### src/hw/irq_pkg.sv
// shared constants for the interrupt prioritiser and its core-side end
package irq_pkg;
    localparam int NUM_WAKE_PINS  = 5;
    localparam int NUM_PLAIN_PINS = 6;
    localparam int NUM_PINS       = 12;   // wake pins, plain pins, nmi on top
    localparam int NMI_BIT        = 11;
    localparam int NUM_PERIPH     = 32;
    localparam int NUM_WAKE_SRC   = 6;    // five wake pins plus the rtc event
    localparam int RTC_WAKE       = 5;
    localparam int FIRST_PLAIN    = 6;    // source numbers 1..5 are wake pins
    localparam int FIRST_PERIPH   = 12;
    localparam int NUM_SRC        = 44;   // 0 = software set
    localparam int NUM_W          = 6;
    localparam int LVL_W          = 3;
    localparam int VEC_W          = 10;
    localparam int VEC_SHIFT      = 4;
    localparam int LINK_AW        = 8;
    localparam int SW_AW          = 9;
    localparam int DATA_W         = 32;
    localparam int WCODE_W        = 3;

    // detection modes, shared by polarity field and wake edge select
    localparam logic [1:0] MODE_LOW  = 2'h0;
    localparam logic [1:0] MODE_HIGH = 2'h1;
    localparam logic [1:0] MODE_FALL = 2'h2;
    localparam logic [1:0] MODE_RISE = 2'h3;

    // device register map (byte addresses on the link)
    localparam logic [7:0] CTL_BASE   = 8'h00;  // one source_mode_control per source
    localparam logic [7:0] WAKE_BASE  = 8'hC0;  // one wake_source_control per wake source
    localparam logic [7:0] CLR_ADDR   = 8'hE0;  // pending_clear_reg
    localparam logic [7:0] WCLR_ADDR  = 8'hE4;  // wake_clear_reg
    localparam logic [7:0] STAT_ADDR  = 8'hE8;
    localparam logic [7:0] PLO_ADDR   = 8'hF0;
    localparam logic [7:0] PHI_ADDR   = 8'hF4;
    localparam logic [7:0] STBY_ADDR  = 8'hF8;

    // source_mode_control fields
    localparam int LVL_LSB = 0;
    localparam int POL_LSB = 4;
    localparam int DMA_BIT = 8;
    localparam int CTL_W   = 9;
    // wake_source_control fields
    localparam int WEDGE_LSB = 0;
    localparam int WEN_BIT   = 4;
    localparam int WCTL_W    = 5;
    // status register fields
    localparam int ST_NUM_LSB  = 0;
    localparam int ST_LVL_LSB  = 8;
    localparam int ST_REQ_BIT  = 11;
    localparam int ST_STBY_BIT = 12;
    localparam int ST_CGR_LSB  = 16;

    // core-side registers (software port addresses)
    localparam int          LOCAL_BIT    = 8;
    localparam logic [8:0]  CORE_STATUS  = 9'h100;
    localparam logic [8:0]  CORE_TAKEN   = 9'h104;
    localparam int          IEN_BIT      = 0;
    localparam int          MASK_LSB     = 13;
    localparam int          TAKEN_LVL_LSB = 12;
endpackage

### src/hw/irq_link_if.sv
// link between the interrupt prioritiser and the processor core end
`timescale 1ns/1ps
interface irq_link_if;
    import irq_pkg::*;
    logic [LINK_AW-1:0] addr;
    logic [DATA_W-1:0]  wdata;
    logic               wr;
    logic               rd;
    logic [DATA_W-1:0]  rdata;
    logic               req;
    logic [LVL_W-1:0]   level;
    logic [VEC_W-1:0]   vector;
    logic               nmi;

    modport dev  (input addr, wdata, wr, rd, output rdata, req, level, vector, nmi);
    modport core (output addr, wdata, wr, rd, input rdata, req, level, vector, nmi);
endinterface

### src/hw/src_detect.sv
// polarity and edge/level detector for one interrupt input
`timescale 1ns/1ps
module src_detect
    import irq_pkg::*;
(
    input  wire logic       clk,   // system clock
    input  wire logic       rstn,  // async reset, active low
    input  wire logic       din,   // input, already in the clk domain
    input  wire logic [1:0] mode,  // low, high, falling or rising
    output logic            hit    // level: active; edge: one-cycle pulse
);
    typedef struct packed {
        logic prev;
    } det_t;

    det_t s_r;
    det_t s_nxt;

    always_comb begin
        s_nxt      = s_r;
        s_nxt.prev = din;
        case (mode)
            MODE_LOW:  hit = ~din;
            MODE_HIGH: hit = din;
            MODE_FALL: hit = s_r.prev & ~din;
            MODE_RISE: hit = ~s_r.prev & din;
            default:   hit = 1'b0;
        endcase
    end

    always_ff @(posedge clk or negedge rstn) begin
        if (!rstn) begin
            s_r <= '0;
        end else begin
            s_r <= s_nxt;
        end
    end
endmodule

### src/hw/irq_prioritiser.sv
// interrupt prioritiser with clock_generator_unit wake logic
`timescale 1ns/1ps
//
// Overview of operation
// - per-source level, seven levels, zero blocks
// - eleven maskable pins, thirty-two peripherals, vector each; nmi pin has none
// - interrupt events can trigger DMA
// - only five pins and rtc wake
// - per-pin polarity and edge or level
// - wake-enabled source uses wake edge select
// - wake enable bit; code 10 falling edge
// - software sets polarity high when wake-enabled
// - level decides service after leaving standby
// - non-wake pin governed by controller settings only
// - software sets rtc high level, rising edge
// - dma done falling edge, rtc high level, others rising
// - present only highest-priority pending request
// - clear code clears that pending edge request; level requests ignore it
// - wake clear code clears latched wake
// - level 000 disables; documented enable order
// - software disables wake source in order
// - core holds mask and global enable
// - level source held until processing begins
// - source 0 posts while level non-zero
module irq_prioritiser
    import irq_pkg::*;
#(
    parameter logic [NUM_PERIPH-1:0] DMA_DONE_MASK = 32'h0000_0003, // peripherals that are dma done
    parameter int                    RTC_IDX       = 31              // peripheral index of the rtc
)(
    input  wire logic                      clk,          // system clock
    input  wire logic                      rstn,         // async reset, active low
    irq_link_if.dev                        link,         // core side
    input  wire logic [NUM_WAKE_PINS-1:0]  wake_pins,    // wake_capable_pins, asynchronous
    input  wire logic [NUM_PLAIN_PINS-1:0] plain_pins,   // plain_external_pins, asynchronous
    input  wire logic                      nmi_pin,      // non-maskable pin, asynchronous
    input  wire logic [NUM_PERIPH-1:0]     periph_irq,   // on-chip sources, clk domain
    input  wire logic                      stop_mode,    // 1 = stop, 0 = sleep while in standby
    output logic                           standby_r,    // standby in force
    output logic                           osc_stop_r,   // oscillator halted (stop mode)
    output logic [NUM_PERIPH-1:0]          dma_trig_r    // dma trigger pulses, one per peripheral
);
    if (RTC_IDX < 0 || RTC_IDX >= NUM_PERIPH) begin : g_bad_rtc
        $error("rtc index outside peripheral range");
    end
    if (NUM_SRC > (1 << NUM_W)) begin : g_bad_num
        $error("source count exceeds clear code width");
    end

    typedef struct packed {
        logic [NUM_PINS-1:0]                   sp1;
        logic [NUM_PINS-1:0]                   sp2;
        logic [NUM_SRC-1:0][CTL_W-1:0]         ctl;
        logic [NUM_WAKE_SRC-1:0][WCTL_W-1:0]   wctl;
        logic [NUM_SRC-1:0]                    pend;
        logic [NUM_WAKE_SRC-1:0]               cg_req;
        logic                                  standby;
        logic                                  osc_stop;
        logic [NUM_PERIPH-1:0]                 dma;
        logic [DATA_W-1:0]                     rdata;
        logic                                  req;
        logic [LVL_W-1:0]                      lvl;
        logic [NUM_W-1:0]                      num;
        logic                                  nmi;
    } dev_t;

    dev_t s_r;
    dev_t s_nxt;

    logic [NUM_SRC-1:0]      src_in;
    logic [NUM_SRC-1:0][1:0] src_mode;
    logic [NUM_SRC-1:0]      src_hit;
    logic [NUM_WAKE_SRC-1:0] wk_in;
    logic [NUM_WAKE_SRC-1:0] wk_hit;

    // routing of inputs to the controller detectors
    always_comb begin
        src_in   = '0;
        src_mode = '0;
        wk_in    = {periph_irq[RTC_IDX], s_r.sp2[NUM_WAKE_PINS-1:0]};
        for (int k = 0; k < NUM_WAKE_PINS; k++) begin
            if (s_r.wctl[k][WEN_BIT]) begin
                src_in[k+1]   = s_r.cg_req[k];
                src_mode[k+1] = MODE_HIGH;
            end else begin
                src_in[k+1]   = s_r.sp2[k];
                src_mode[k+1] = s_r.ctl[k+1][POL_LSB +: 2];
            end
        end
        for (int k = 0; k < NUM_PLAIN_PINS; k++) begin
            src_in[FIRST_PLAIN+k]   = s_r.sp2[NUM_WAKE_PINS+k];
            src_mode[FIRST_PLAIN+k] = s_r.ctl[FIRST_PLAIN+k][POL_LSB +: 2];
        end
        for (int p = 0; p < NUM_PERIPH; p++) begin
            src_in[FIRST_PERIPH+p]   = periph_irq[p];
            src_mode[FIRST_PERIPH+p] = DMA_DONE_MASK[p] ? MODE_FALL : MODE_RISE;
            if (p == RTC_IDX) begin
                // rtc always passes through the clock generator latch
                src_in[FIRST_PERIPH+p]   = s_r.cg_req[RTC_WAKE];
                src_mode[FIRST_PERIPH+p] = MODE_HIGH;
            end
        end
    end

    for (genvar i = 1; i < NUM_SRC; i++) begin : g_src
        src_detect u_det (
            .clk  (clk),
            .rstn (rstn),
            .din  (src_in[i]),
            .mode (src_mode[i]),
            .hit  (src_hit[i])
        );
    end
    assign src_hit[0] = 1'b0;

    for (genvar k = 0; k < NUM_WAKE_SRC; k++) begin : g_wake
        src_detect u_det (
            .clk  (clk),
            .rstn (rstn),
            .din  (wk_in[k]),
            .mode (s_r.wctl[k][WEDGE_LSB +: 2]),
            .hit  (wk_hit[k])
        );
    end

    logic [LINK_AW-1:0] widx;
    logic [LVL_W-1:0]   best_lvl;
    logic [NUM_W-1:0]   best_num;
    logic               wake_any;
    logic [1:0]         m;

    always_comb begin
        s_nxt     = s_r;
        widx      = link.addr >> 2;
        best_lvl  = '0;
        best_num  = '0;
        wake_any  = 1'b0;
        m         = MODE_LOW;
        s_nxt.sp1 = {nmi_pin, plain_pins, wake_pins};
        s_nxt.sp2 = s_r.sp1;
        s_nxt.nmi = s_r.sp2[NMI_BIT];
        s_nxt.dma = '0;

        if (link.wr) begin
            if (link.addr < CTL_BASE + LINK_AW'(NUM_SRC * 4)) begin
                s_nxt.ctl[widx] = link.wdata[CTL_W-1:0];
            end else if (link.addr >= WAKE_BASE && link.addr < WAKE_BASE + LINK_AW'(NUM_WAKE_SRC * 4)) begin
                s_nxt.wctl[widx - (WAKE_BASE >> 2)] = link.wdata[WCTL_W-1:0];
            end else if (link.addr == STBY_ADDR) begin
                s_nxt.standby  = 1'b1;
                s_nxt.osc_stop = stop_mode;
            end
        end

        // wake latches: only the five low pins and the rtc exist here
        for (int k = 0; k < NUM_WAKE_SRC; k++) begin
            s_nxt.cg_req[k] = s_r.cg_req[k];
            if (link.wr && link.addr == WCLR_ADDR && link.wdata[WCODE_W-1:0] == WCODE_W'(k)) begin
                s_nxt.cg_req[k] = 1'b0;
            end
            if (wk_hit[k] && (s_r.wctl[k][WEN_BIT] || k == RTC_WAKE)) begin
                s_nxt.cg_req[k] = 1'b1;                                // set wins
            end
            if (s_r.cg_req[k] && s_r.wctl[k][WEN_BIT]) begin
                wake_any = 1'b1;
            end
        end
        if (wake_any) begin
            s_nxt.standby  = 1'b0;
            s_nxt.osc_stop = 1'b0;
        end

        // pending: edge requests latch, level requests follow the input
        for (int i = 1; i < NUM_SRC; i++) begin
            m = src_mode[i];
            if (m == MODE_FALL || m == MODE_RISE) begin
                if (link.wr && link.addr == CLR_ADDR && link.wdata[NUM_W-1:0] == NUM_W'(i)) begin
                    s_nxt.pend[i] = 1'b0;
                end
                if (src_hit[i]) begin
                    s_nxt.pend[i] = 1'b1;
                end
            end else begin
                s_nxt.pend[i] = src_hit[i];
            end
        end
        s_nxt.pend[0] = |s_r.ctl[0][LVL_LSB +: LVL_W];

        for (int p = 0; p < NUM_PERIPH; p++) begin
            s_nxt.dma[p] = src_hit[FIRST_PERIPH+p] & ~s_r.pend[FIRST_PERIPH+p]
                         & s_r.ctl[FIRST_PERIPH+p][DMA_BIT];
        end

        // strict compare keeps the lowest number on equal levels
        for (int i = 0; i < NUM_SRC; i++) begin
            if (s_r.pend[i] && s_r.ctl[i][LVL_LSB +: LVL_W] > best_lvl) begin
                best_lvl = s_r.ctl[i][LVL_LSB +: LVL_W];
                best_num = NUM_W'(i);
            end
        end
        s_nxt.req = |best_lvl;
        s_nxt.lvl = best_lvl;
        s_nxt.num = best_num;

        s_nxt.rdata = '0;
        if (link.rd) begin
            if (link.addr < CTL_BASE + LINK_AW'(NUM_SRC * 4)) begin
                s_nxt.rdata[CTL_W-1:0] = s_r.ctl[widx];
            end else if (link.addr >= WAKE_BASE && link.addr < WAKE_BASE + LINK_AW'(NUM_WAKE_SRC * 4)) begin
                s_nxt.rdata[WCTL_W-1:0] = s_r.wctl[widx - (WAKE_BASE >> 2)];
            end else begin
                case (link.addr)
                    STAT_ADDR: begin
                        s_nxt.rdata[ST_NUM_LSB +: NUM_W]        = s_r.num;
                        s_nxt.rdata[ST_LVL_LSB +: LVL_W]        = s_r.lvl;
                        s_nxt.rdata[ST_REQ_BIT]                 = s_r.req;
                        s_nxt.rdata[ST_STBY_BIT]                = s_r.standby;
                        s_nxt.rdata[ST_CGR_LSB +: NUM_WAKE_SRC] = s_r.cg_req;
                    end
                    PLO_ADDR:  s_nxt.rdata = s_r.pend[DATA_W-1:0];
                    PHI_ADDR:  s_nxt.rdata[NUM_SRC-DATA_W-1:0] = s_r.pend[NUM_SRC-1:DATA_W];
                    STBY_ADDR: s_nxt.rdata[0] = s_r.standby;
                    default:   s_nxt.rdata = '0;
                endcase
            end
        end
    end

    always_ff @(posedge clk or negedge rstn) begin
        if (!rstn) begin
            s_r <= '0;
        end else begin
            s_r <= s_nxt;
        end
    end

    assign link.rdata  = s_r.rdata;
    assign link.req    = s_r.req;
    assign link.level  = s_r.lvl;
    assign link.vector = {s_r.num, {VEC_SHIFT{1'b0}}};
    assign link.nmi    = s_r.nmi;
    assign standby_r   = s_r.standby;
    assign osc_stop_r  = s_r.osc_stop;
    assign dma_trig_r  = s_r.dma;
endmodule

### src/flat_wrapper.sv
// flat-port wrapper written by rule: the top's interface ports become plain ports
module irq_prioritiser_flat import irq_pkg::*;
#(
    parameter logic [NUM_PERIPH-1:0] DMA_DONE_MASK = 32'h0000_0003,                                 
    parameter int                    RTC_IDX       = 31                                            
)
  (clk, rstn, wake_pins, plain_pins, nmi_pin, periph_irq, stop_mode, standby_r, osc_stop_r, dma_trig_r, link_addr, link_wdata, link_wr, link_rd, link_rdata, link_req, link_level, link_vector, link_nmi);
  irq_link_if link_i ();
  input  wire logic clk;
  input  wire logic rstn;
  input  wire logic [NUM_WAKE_PINS-1:0] wake_pins;
  input  wire logic [NUM_PLAIN_PINS-1:0] plain_pins;
  input  wire logic nmi_pin;
  input  wire logic [NUM_PERIPH-1:0] periph_irq;
  input  wire logic stop_mode;
  output logic standby_r;
  output logic osc_stop_r;
  output logic [NUM_PERIPH-1:0] dma_trig_r;
  input wire logic [$bits(link_i.addr)-1:0] link_addr;
  input wire logic [$bits(link_i.wdata)-1:0] link_wdata;
  input wire logic [$bits(link_i.wr)-1:0] link_wr;
  input wire logic [$bits(link_i.rd)-1:0] link_rd;
  output wire logic [$bits(link_i.rdata)-1:0] link_rdata;
  output wire logic [$bits(link_i.req)-1:0] link_req;
  output wire logic [$bits(link_i.level)-1:0] link_level;
  output wire logic [$bits(link_i.vector)-1:0] link_vector;
  output wire logic [$bits(link_i.nmi)-1:0] link_nmi;
  assign link_i.addr = link_addr;
  assign link_i.wdata = link_wdata;
  assign link_i.wr = link_wr;
  assign link_i.rd = link_rd;
  assign link_rdata = link_i.rdata;
  assign link_req = link_i.req;
  assign link_level = link_i.level;
  assign link_vector = link_i.vector;
  assign link_nmi = link_i.nmi;
  irq_prioritiser #(.DMA_DONE_MASK(DMA_DONE_MASK), .RTC_IDX(RTC_IDX)) u_core (.clk(clk), .rstn(rstn), .link(link_i), .wake_pins(wake_pins), .plain_pins(plain_pins), .nmi_pin(nmi_pin), .periph_irq(periph_irq), .stop_mode(stop_mode), .standby_r(standby_r), .osc_stop_r(osc_stop_r), .dma_trig_r(dma_trig_r));
endmodule
### config.mk
export PLATFORM = sky130hd
export DESIGN_NAME = irq_prioritiser_flat
export DESIGN_NICKNAME = d
export VERILOG_FILES = /design/src/hw/irq_pkg.sv /design/src/hw/irq_link_if.sv /design/src/hw/src_detect.sv /design/src/hw/irq_prioritiser.sv /design/src/flat_wrapper.sv
export SDC_FILE = /design/constraint.sdc
export NUM_CORES = 1
export LEC_CHECK = 0
export BUFFER_PORTS_ARGS = -buffer_cell sky130_fd_sc_hd__buf_4
export CORE_ASPECT_RATIO = 0.75
export CORE_MARGIN = 2
export CORE_UTILIZATION = 40
export CTS_CLUSTER_SIZE = 8
export DETAILED_ROUTE_END_ITERATION = 6
export PLACE_DENSITY = 0.58
export REMOVE_ABC_BUFFERS = 1
export SYNTH_ARGS = -nofsm -noshare
export SYNTH_HDL_FRONTEND = slang
export SYNTH_SLANG_ARGS = --single-unit
export TNS_END_PERCENT = 5
### constraint.sdc
create_clock -name clk -period 67.6 [get_ports clk]
set_input_delay 3.38 -clock clk [delete_from_list [all_inputs] [get_ports clk]]
set_output_delay 3.38 -clock clk [all_outputs]
set_load 0.01 [all_outputs]
Yosys cells after proc, flatten, opt, wreduce, memory -nomap -nowiden
Index checks and enable logic that the tools add are counted.
{ "totals": {"ff_bits": 625} }
{ "op_classes": {"addsub": 1, "n_lt_le_gt_ge": 51, "eq_ne": 117, "n_mux": 255, "bitwise_logic": 227, "reduce_logical": 181} }
{ "op_table": {"columns": ["op", "count"], "rows": [
  ["bitwise mux 396 bit", 1],
  ["two-way mux 3 bit", 49],
  ["bitwise AND 1 bit", 129],
  ["greater-than comparator 3 bit", 43],
  ["two-way mux 1 bit", 119],
  ["logical AND 1 bit", 108],
  ["NOT 1 bit", 98],
  ["equality test 6 x 5 -> 1 bit (second input constant)", 16],
  ["two-way mux 5 bit", 19],
  ["nonzero test 2 bit", 39],
  ["two-way mux 6 bit", 12],
  ["case mux 1 bit (4 select lines)", 18],
  ["equality test 2 bit (second input constant)", 34],
  ["equality test 6 bit (second input constant)", 11],
  ["binary-select mux 9 bit (select 6 bit)", 1],
  ["demux 9 bit (select 6 bit)", 1],
  ["equality test 6 x 4 -> 1 bit (second input constant)", 8],
  ["equality test 8 bit (second input constant)", 6],
  ["equality test 2 x 1 -> 1 bit (second input constant)", 17],
  ["zero test 2 bit", 17],
  ["inequality test 3 bit (second input constant)", 11],
  ["two-way mux 32 bit", 1],
  ["two-way mux 4 bit", 8],
  ["bitwise mux 30 bit", 1],
  ["other kinds (33)", 65]
]} }

Longest topological paths before layout
{ "depth": {"word_depth": 133, "mapped_depth": 302, "depth_no_buf": 302} }

Cells and area by module
Synthesis repeated with hierarchy kept, for this count alone.
{ "unflattened": {"hier_cells": 3067, "hier_area_um2": 34199.0} }
{ "by_module_without_submodules": {"columns": ["module", "n_inst", "cells_per_inst", "area_each_um2", "seq_area_each_um2"], "rows": [
  ["irq_prioritiser", 1, 2822, 31685.4, 14438.8],
  ["src_detect", 49, 5, 51.3, 25.0]
]} }

Least setup slack after synthesis
No wires, ideal clock.
{ "synth_timing": {"path_kind": "reg-to-reg", "from": "register u_core.s_r[83] (netlist bit)", "to": "register u_core.s_r (netlist bit u_core.link.req)", "arrival_ns": 51.025, "t_required_ns": 67.475, "setup_slack_ns": 16.450, "stages_incl_launch_ff": 295, "synth_period_minus_slack_ns": 51.150, "path_cell_list": "dfrtp_1 -> nand2_1 -> ha_1 -> nor2b_1 -> o31ai_2 -> nor2_2 -> a21oi_1 -> inv_1 -> ha_1 -> nor2_1 -> a31oi_1 -> o211a_1 -> nor3_1 -> ha_1 -> nor2_1 -> nand2_1 -> a221oi_1 -> or3_1 -> (+259 left out) -> and2_4 -> a21oi_2 -> inv_1 -> ha_1 -> a21oi_1 -> maj3_1 -> and2_1 -> nor2_1 -> a21oi_1 -> ha_1 -> nor2b_1 -> o21ai_0 -> nand2b_1 -> nand3_1 -> and3_1 -> a21oi_1 -> o211a_1 -> o21ai_1"} }
{ "synth_rtl": {"columns": ["element", "line", "text"], "rows": [
  ["start, declared", "irq_prioritiser.sv:67", "dev_t s_r;"],
  ["start signal, assigned", "irq_prioritiser.sv:233", "s_r <= s_nxt;"]
]} }

Worst setup path after layout
{ "layout_timing": {"from": "register u_core.s_r[83] (netlist bit)", "to": "register u_core.s_r (netlist bit u_core.link.vector[9])"} }
{ "layout_between": {"elab_chain_len": 131} }
{ "layout_rtl": {"columns": ["element", "line", "text"], "rows": [
  ["logical AND 1 bit *", "irq_prioritiser.sv:196", "if (s_r.pend[i] && s_r.ctl[i][LVL_LSB +: LVL_W] > best_lvl) begin"],
  ["two-way mux 3 bit *", "irq_prioritiser.sv:196", null],
  ["greater-than comparator 3 bit", "irq_prioritiser.sv:196", null],
  ["logical AND 1 bit", "irq_prioritiser.sv:196", null],
  ["two-way mux 3 bit *", "irq_prioritiser.sv:196", null],
  ["greater-than comparator 3 bit", "irq_prioritiser.sv:196", null],
  ["logical AND 1 bit", "irq_prioritiser.sv:196", null],
  ["two-way mux 3 bit *", "irq_prioritiser.sv:196", null],
  ["(+116 left out)", null, null],
  ["two-way mux 3 bit", "irq_prioritiser.sv:196", null],
  ["greater-than comparator 3 bit", "irq_prioritiser.sv:196", null],
  ["logical AND 1 bit", "irq_prioritiser.sv:196", null],
  ["two-way mux 3 bit", "irq_prioritiser.sv:196", null],
  ["greater-than comparator 3 bit", "irq_prioritiser.sv:196", null],
  ["logical AND 1 bit", "irq_prioritiser.sv:196", null],
  ["two-way mux 6 bit *", "irq_prioritiser.sv:196", null],
  ["named net u_core.best_num[5]", "irq_prioritiser.sv:128", "logic [NUM_W-1:0] best_num;"]
]} }
The timed path passes the listed nets; every way through them passes the cells marked *.
A chain may end at the register's enable or synchronous reset.

==> impl_metrics.tcl <==
set metrics [dict create \
    drt-pass1-iter-count 6 \
    finClkSkew_ns 0.02424 \
    post-cts-setup-buffers 0 \
    critPathRequiredTime_ns 68.13 \
    rsz0062_at_grt "false" \
    worstPathArrival_ns 61.71 \
    cts_sinks 625 \
    layout_common_cells "dfrtp_1, mux2_2, nand2_1, o21ai_0, nor2_1" \
    drtIter0Drc 2785 \
    hold_path_class "reg -> reg" \
    antenna_found_initial 4 \
    vdd_ir_drop_max_v 0.00002141 \
    gp_congestion 0.9347 \
    grt_pass1_wl_mm 164.0 \
    drcViolationCount 0 \
    io_buffer_count 142 \
    pin_count 170 \
    max_freq_mhz 16.35 \
    dp_hpwl_mm 77.76 \
    cts_root_buf "clkbuf_16" \
    worstMarginPinSlew_ns 1.388 \
    die_w_microns 338.2 \
    cp-start-kind "flop" \
    viasPerCell 6.040 \
    hold_violations 0 \
    setup_viol 0 \
    setup-tns-final_ns 0 \
    insertion_delay_ns 0.65 \
    core.rowCount 91 \
    synth_cells 3010 \
    holdWs_ns 0.3440 \
    slew_headroom_pct 7.096 \
    p_total_uw 1363 \
    drv_slew 0 \
    clock_path_buffers 3 \
    dieArea_sq_mm 0.08612 \
    area_growth_pct 11.73 \
    nNetsFinal 3195 \
    slowest_stage "nor4_1" \
    fin_crit_sh_pct 90.50 \
    cts_tree "yes" \
    avgSynthCellArea_sq_um 11.13 \
    initial_core_util_pct 40.59 \
    grt_pass1_vias 25134 \
    vias 25264 \
    path_common_cell "nor2_1" \
    regToRegSetupSlack_ns 6.42 \
    maxCapViolCount 0 \
    finalCriticalPeriod_ns 61.18 \
    ys_warn_count 0 \
    ant_nets 0 \
    async_flop_share_pct 100.0 \
    layout-drive-gt1-share_pct 27.28 \
    yosysUniqueCellTypes 104 \
    layout_commonest_cell "dfrtp_1" \
    wl_mm 109.7 \
    synth_ff_type "dfrtp_1" \
    critPathMaxFanout 9 \
    synth_area_sq_mm 0.03350 \
    die_height_microns 254.6 \
    ys_seq_area_share_pct 46.68 \
    max_stage_delay_ns 0.97 \
    status "finished, final reports clean" \
    numCtsBuffers 88 \
    cts_hold_buf 0 \
    cts-resized-gates 0 \
    leakagePower_uw 0.01661 \
    synth_edf_count 0 \
    powerDensity_mw_per_mm2 36.42 \
    critPathCaptureType "flop" \
    synth-seq-cells 625 \
    routedWlPerCell_microns 26.23 \
    core_sq_mm 0.08255 \
    overflow 0 \
    grt_max_degree 138 \
    htree_levels 3 \
    grt_usage_pct 25.45 \
    clk_pin_slew_ns 0.05 \
    path_class "reg -> reg" \
]
-- area by class of cell --
class,instances,area (sq um)
inverter,113,424.2
clock inverter,8,87.58
clock buffer,89,2216
timing repair buffer,172,1321
fill,7596,45110
multi-input combinational,2058,16340
antenna,2,5.005
sequential,625,15640
tap,1116,1396
-- report_power, final --
| group | switching, uW | internal [uW] |
|---|---|---|
| Sequential | 40.5 | 414 |
| Clock | 161 | 230 |
| Combinational | 314 | 204 |
-- metal layers --
metal	up-vias	wire [microns]	GRT usage (%)
li1	11016	-	-
met1	12994	50370	36.98
met2	1058	47300	37.45
met3	192	8077	4.987
met4	4	3824	9.617
met5	-	143	1.096
-- flip-flops by register name, summed over array words and instances, names as in the netlist, 3 cells and up --
name / cells
u_core.s_r: 487
u_core.g_src.u_det.s_r: 42
u_core.dma_trig_r: 32
u_core.link.rdata: 32
u_core.s_nxt: 13
u_core.g_wake.u_det.s_r: 6
u_core.link.vector: 6
u_core.link.level: 3
-- cells by family after synthesis --
family | synth area share, %
compound gates | 13.28
xor+xnor | 0.6012
fa+ha+maj | 1.942
buf+inv | 4.586
flops | 46.68
mux | 21.67
other cells | 0.01119
simple gates | 11.23
-- cells in the mapped netlist (17+ instances only) --
cell type / n / share of area (%)
nand3_1: 52 / 0.78
nor3_1: 46 / 0.69
nor2b_1: 24 / 0.45
buf_1: 27 / 0.30
nand2_1: 252 / 2.8
clkbuf_1: 108 / 1.2
buf_4: 77 / 1.7
nand2b_1: 28 / 0.52
mux2_2: 396 / 13
mux2i_1: 40 / 1.2
mux4_2: 104 / 7.0
a21o_1: 17 / 0.38
o21ai_0: 225 / 3.4
nor4b_1: 33 / 0.86
a21oi_1: 90 / 1.3
inv_1: 112 / 1.3
nor2_1: 209 / 2.3
a211oi_1: 19 / 0.43
o211ai_1: 42 / 0.94
and3_1: 24 / 0.45
dfrtp_1: 625 / 47
and2_1: 38 / 0.71
o21a_1: 28 / 0.63
ha_1: 48 / 1.8
a31oi_1: 34 / 0.63
-- critical path, delay by kind of cell (launching register included) --
| kind | cells | cell delay [ns] |
|---|---|---|
| flops | 1 | 0.60 |
| compound gates | 114 | 24.44 |
| simple gates | 117 | 19.18 |
| fa+ha+maj | 46 | 13.15 |
| buf+inv | 6 | 0.49 |
| mux | 9 | 3.16 |
-- per-stage QoR --
| step | cell area (sq um) | worst slack (ns) | std cells | util, % |
|---|---|---|---|---|
| after global routing | 37430 | 1.416 | 4181 | 45.34 |
| after detailed placement | 35130 | 7.317 | 4084 | 42.55 |
| after floorplan | 32400 | 16.47 | 2796 | - |
| after CTS | 37430 | 7.015 | 4181 | 45.34 |
| after global placement | 35130 | 8.551 | 4084 | 42.55 |
| final | 37430 | 6.424 | 4183 | 45.35 |
-- final timing paths --
check                      cells past startpoint                   startpoint                         endpoint
hold / removal                                 0  u_core.s_nxt[561]$_DFF_PN0_        u_core.s_r[561]$_DFF_PN0_
setup / recovery                             292     u_core.s_r[83]$_DFF_PN0_  u_core.link.vector[9]$_DFF_PN0_
setup reg to reg                             292     u_core.s_r[83]$_DFF_PN0_  u_core.link.vector[9]$_DFF_PN0_
min in group asynchronous                      1                         rstn   u_core.dma_trig_r[6]$_DFF_PN0_
hold reg to reg                                0  u_core.s_nxt[561]$_DFF_PN0_        u_core.s_r[561]$_DFF_PN0_
max in group asynchronous                      4                         rstn      u_core.s_r[495]$_DFFE_PN0P_
Power figures use the tool's default switching activity.
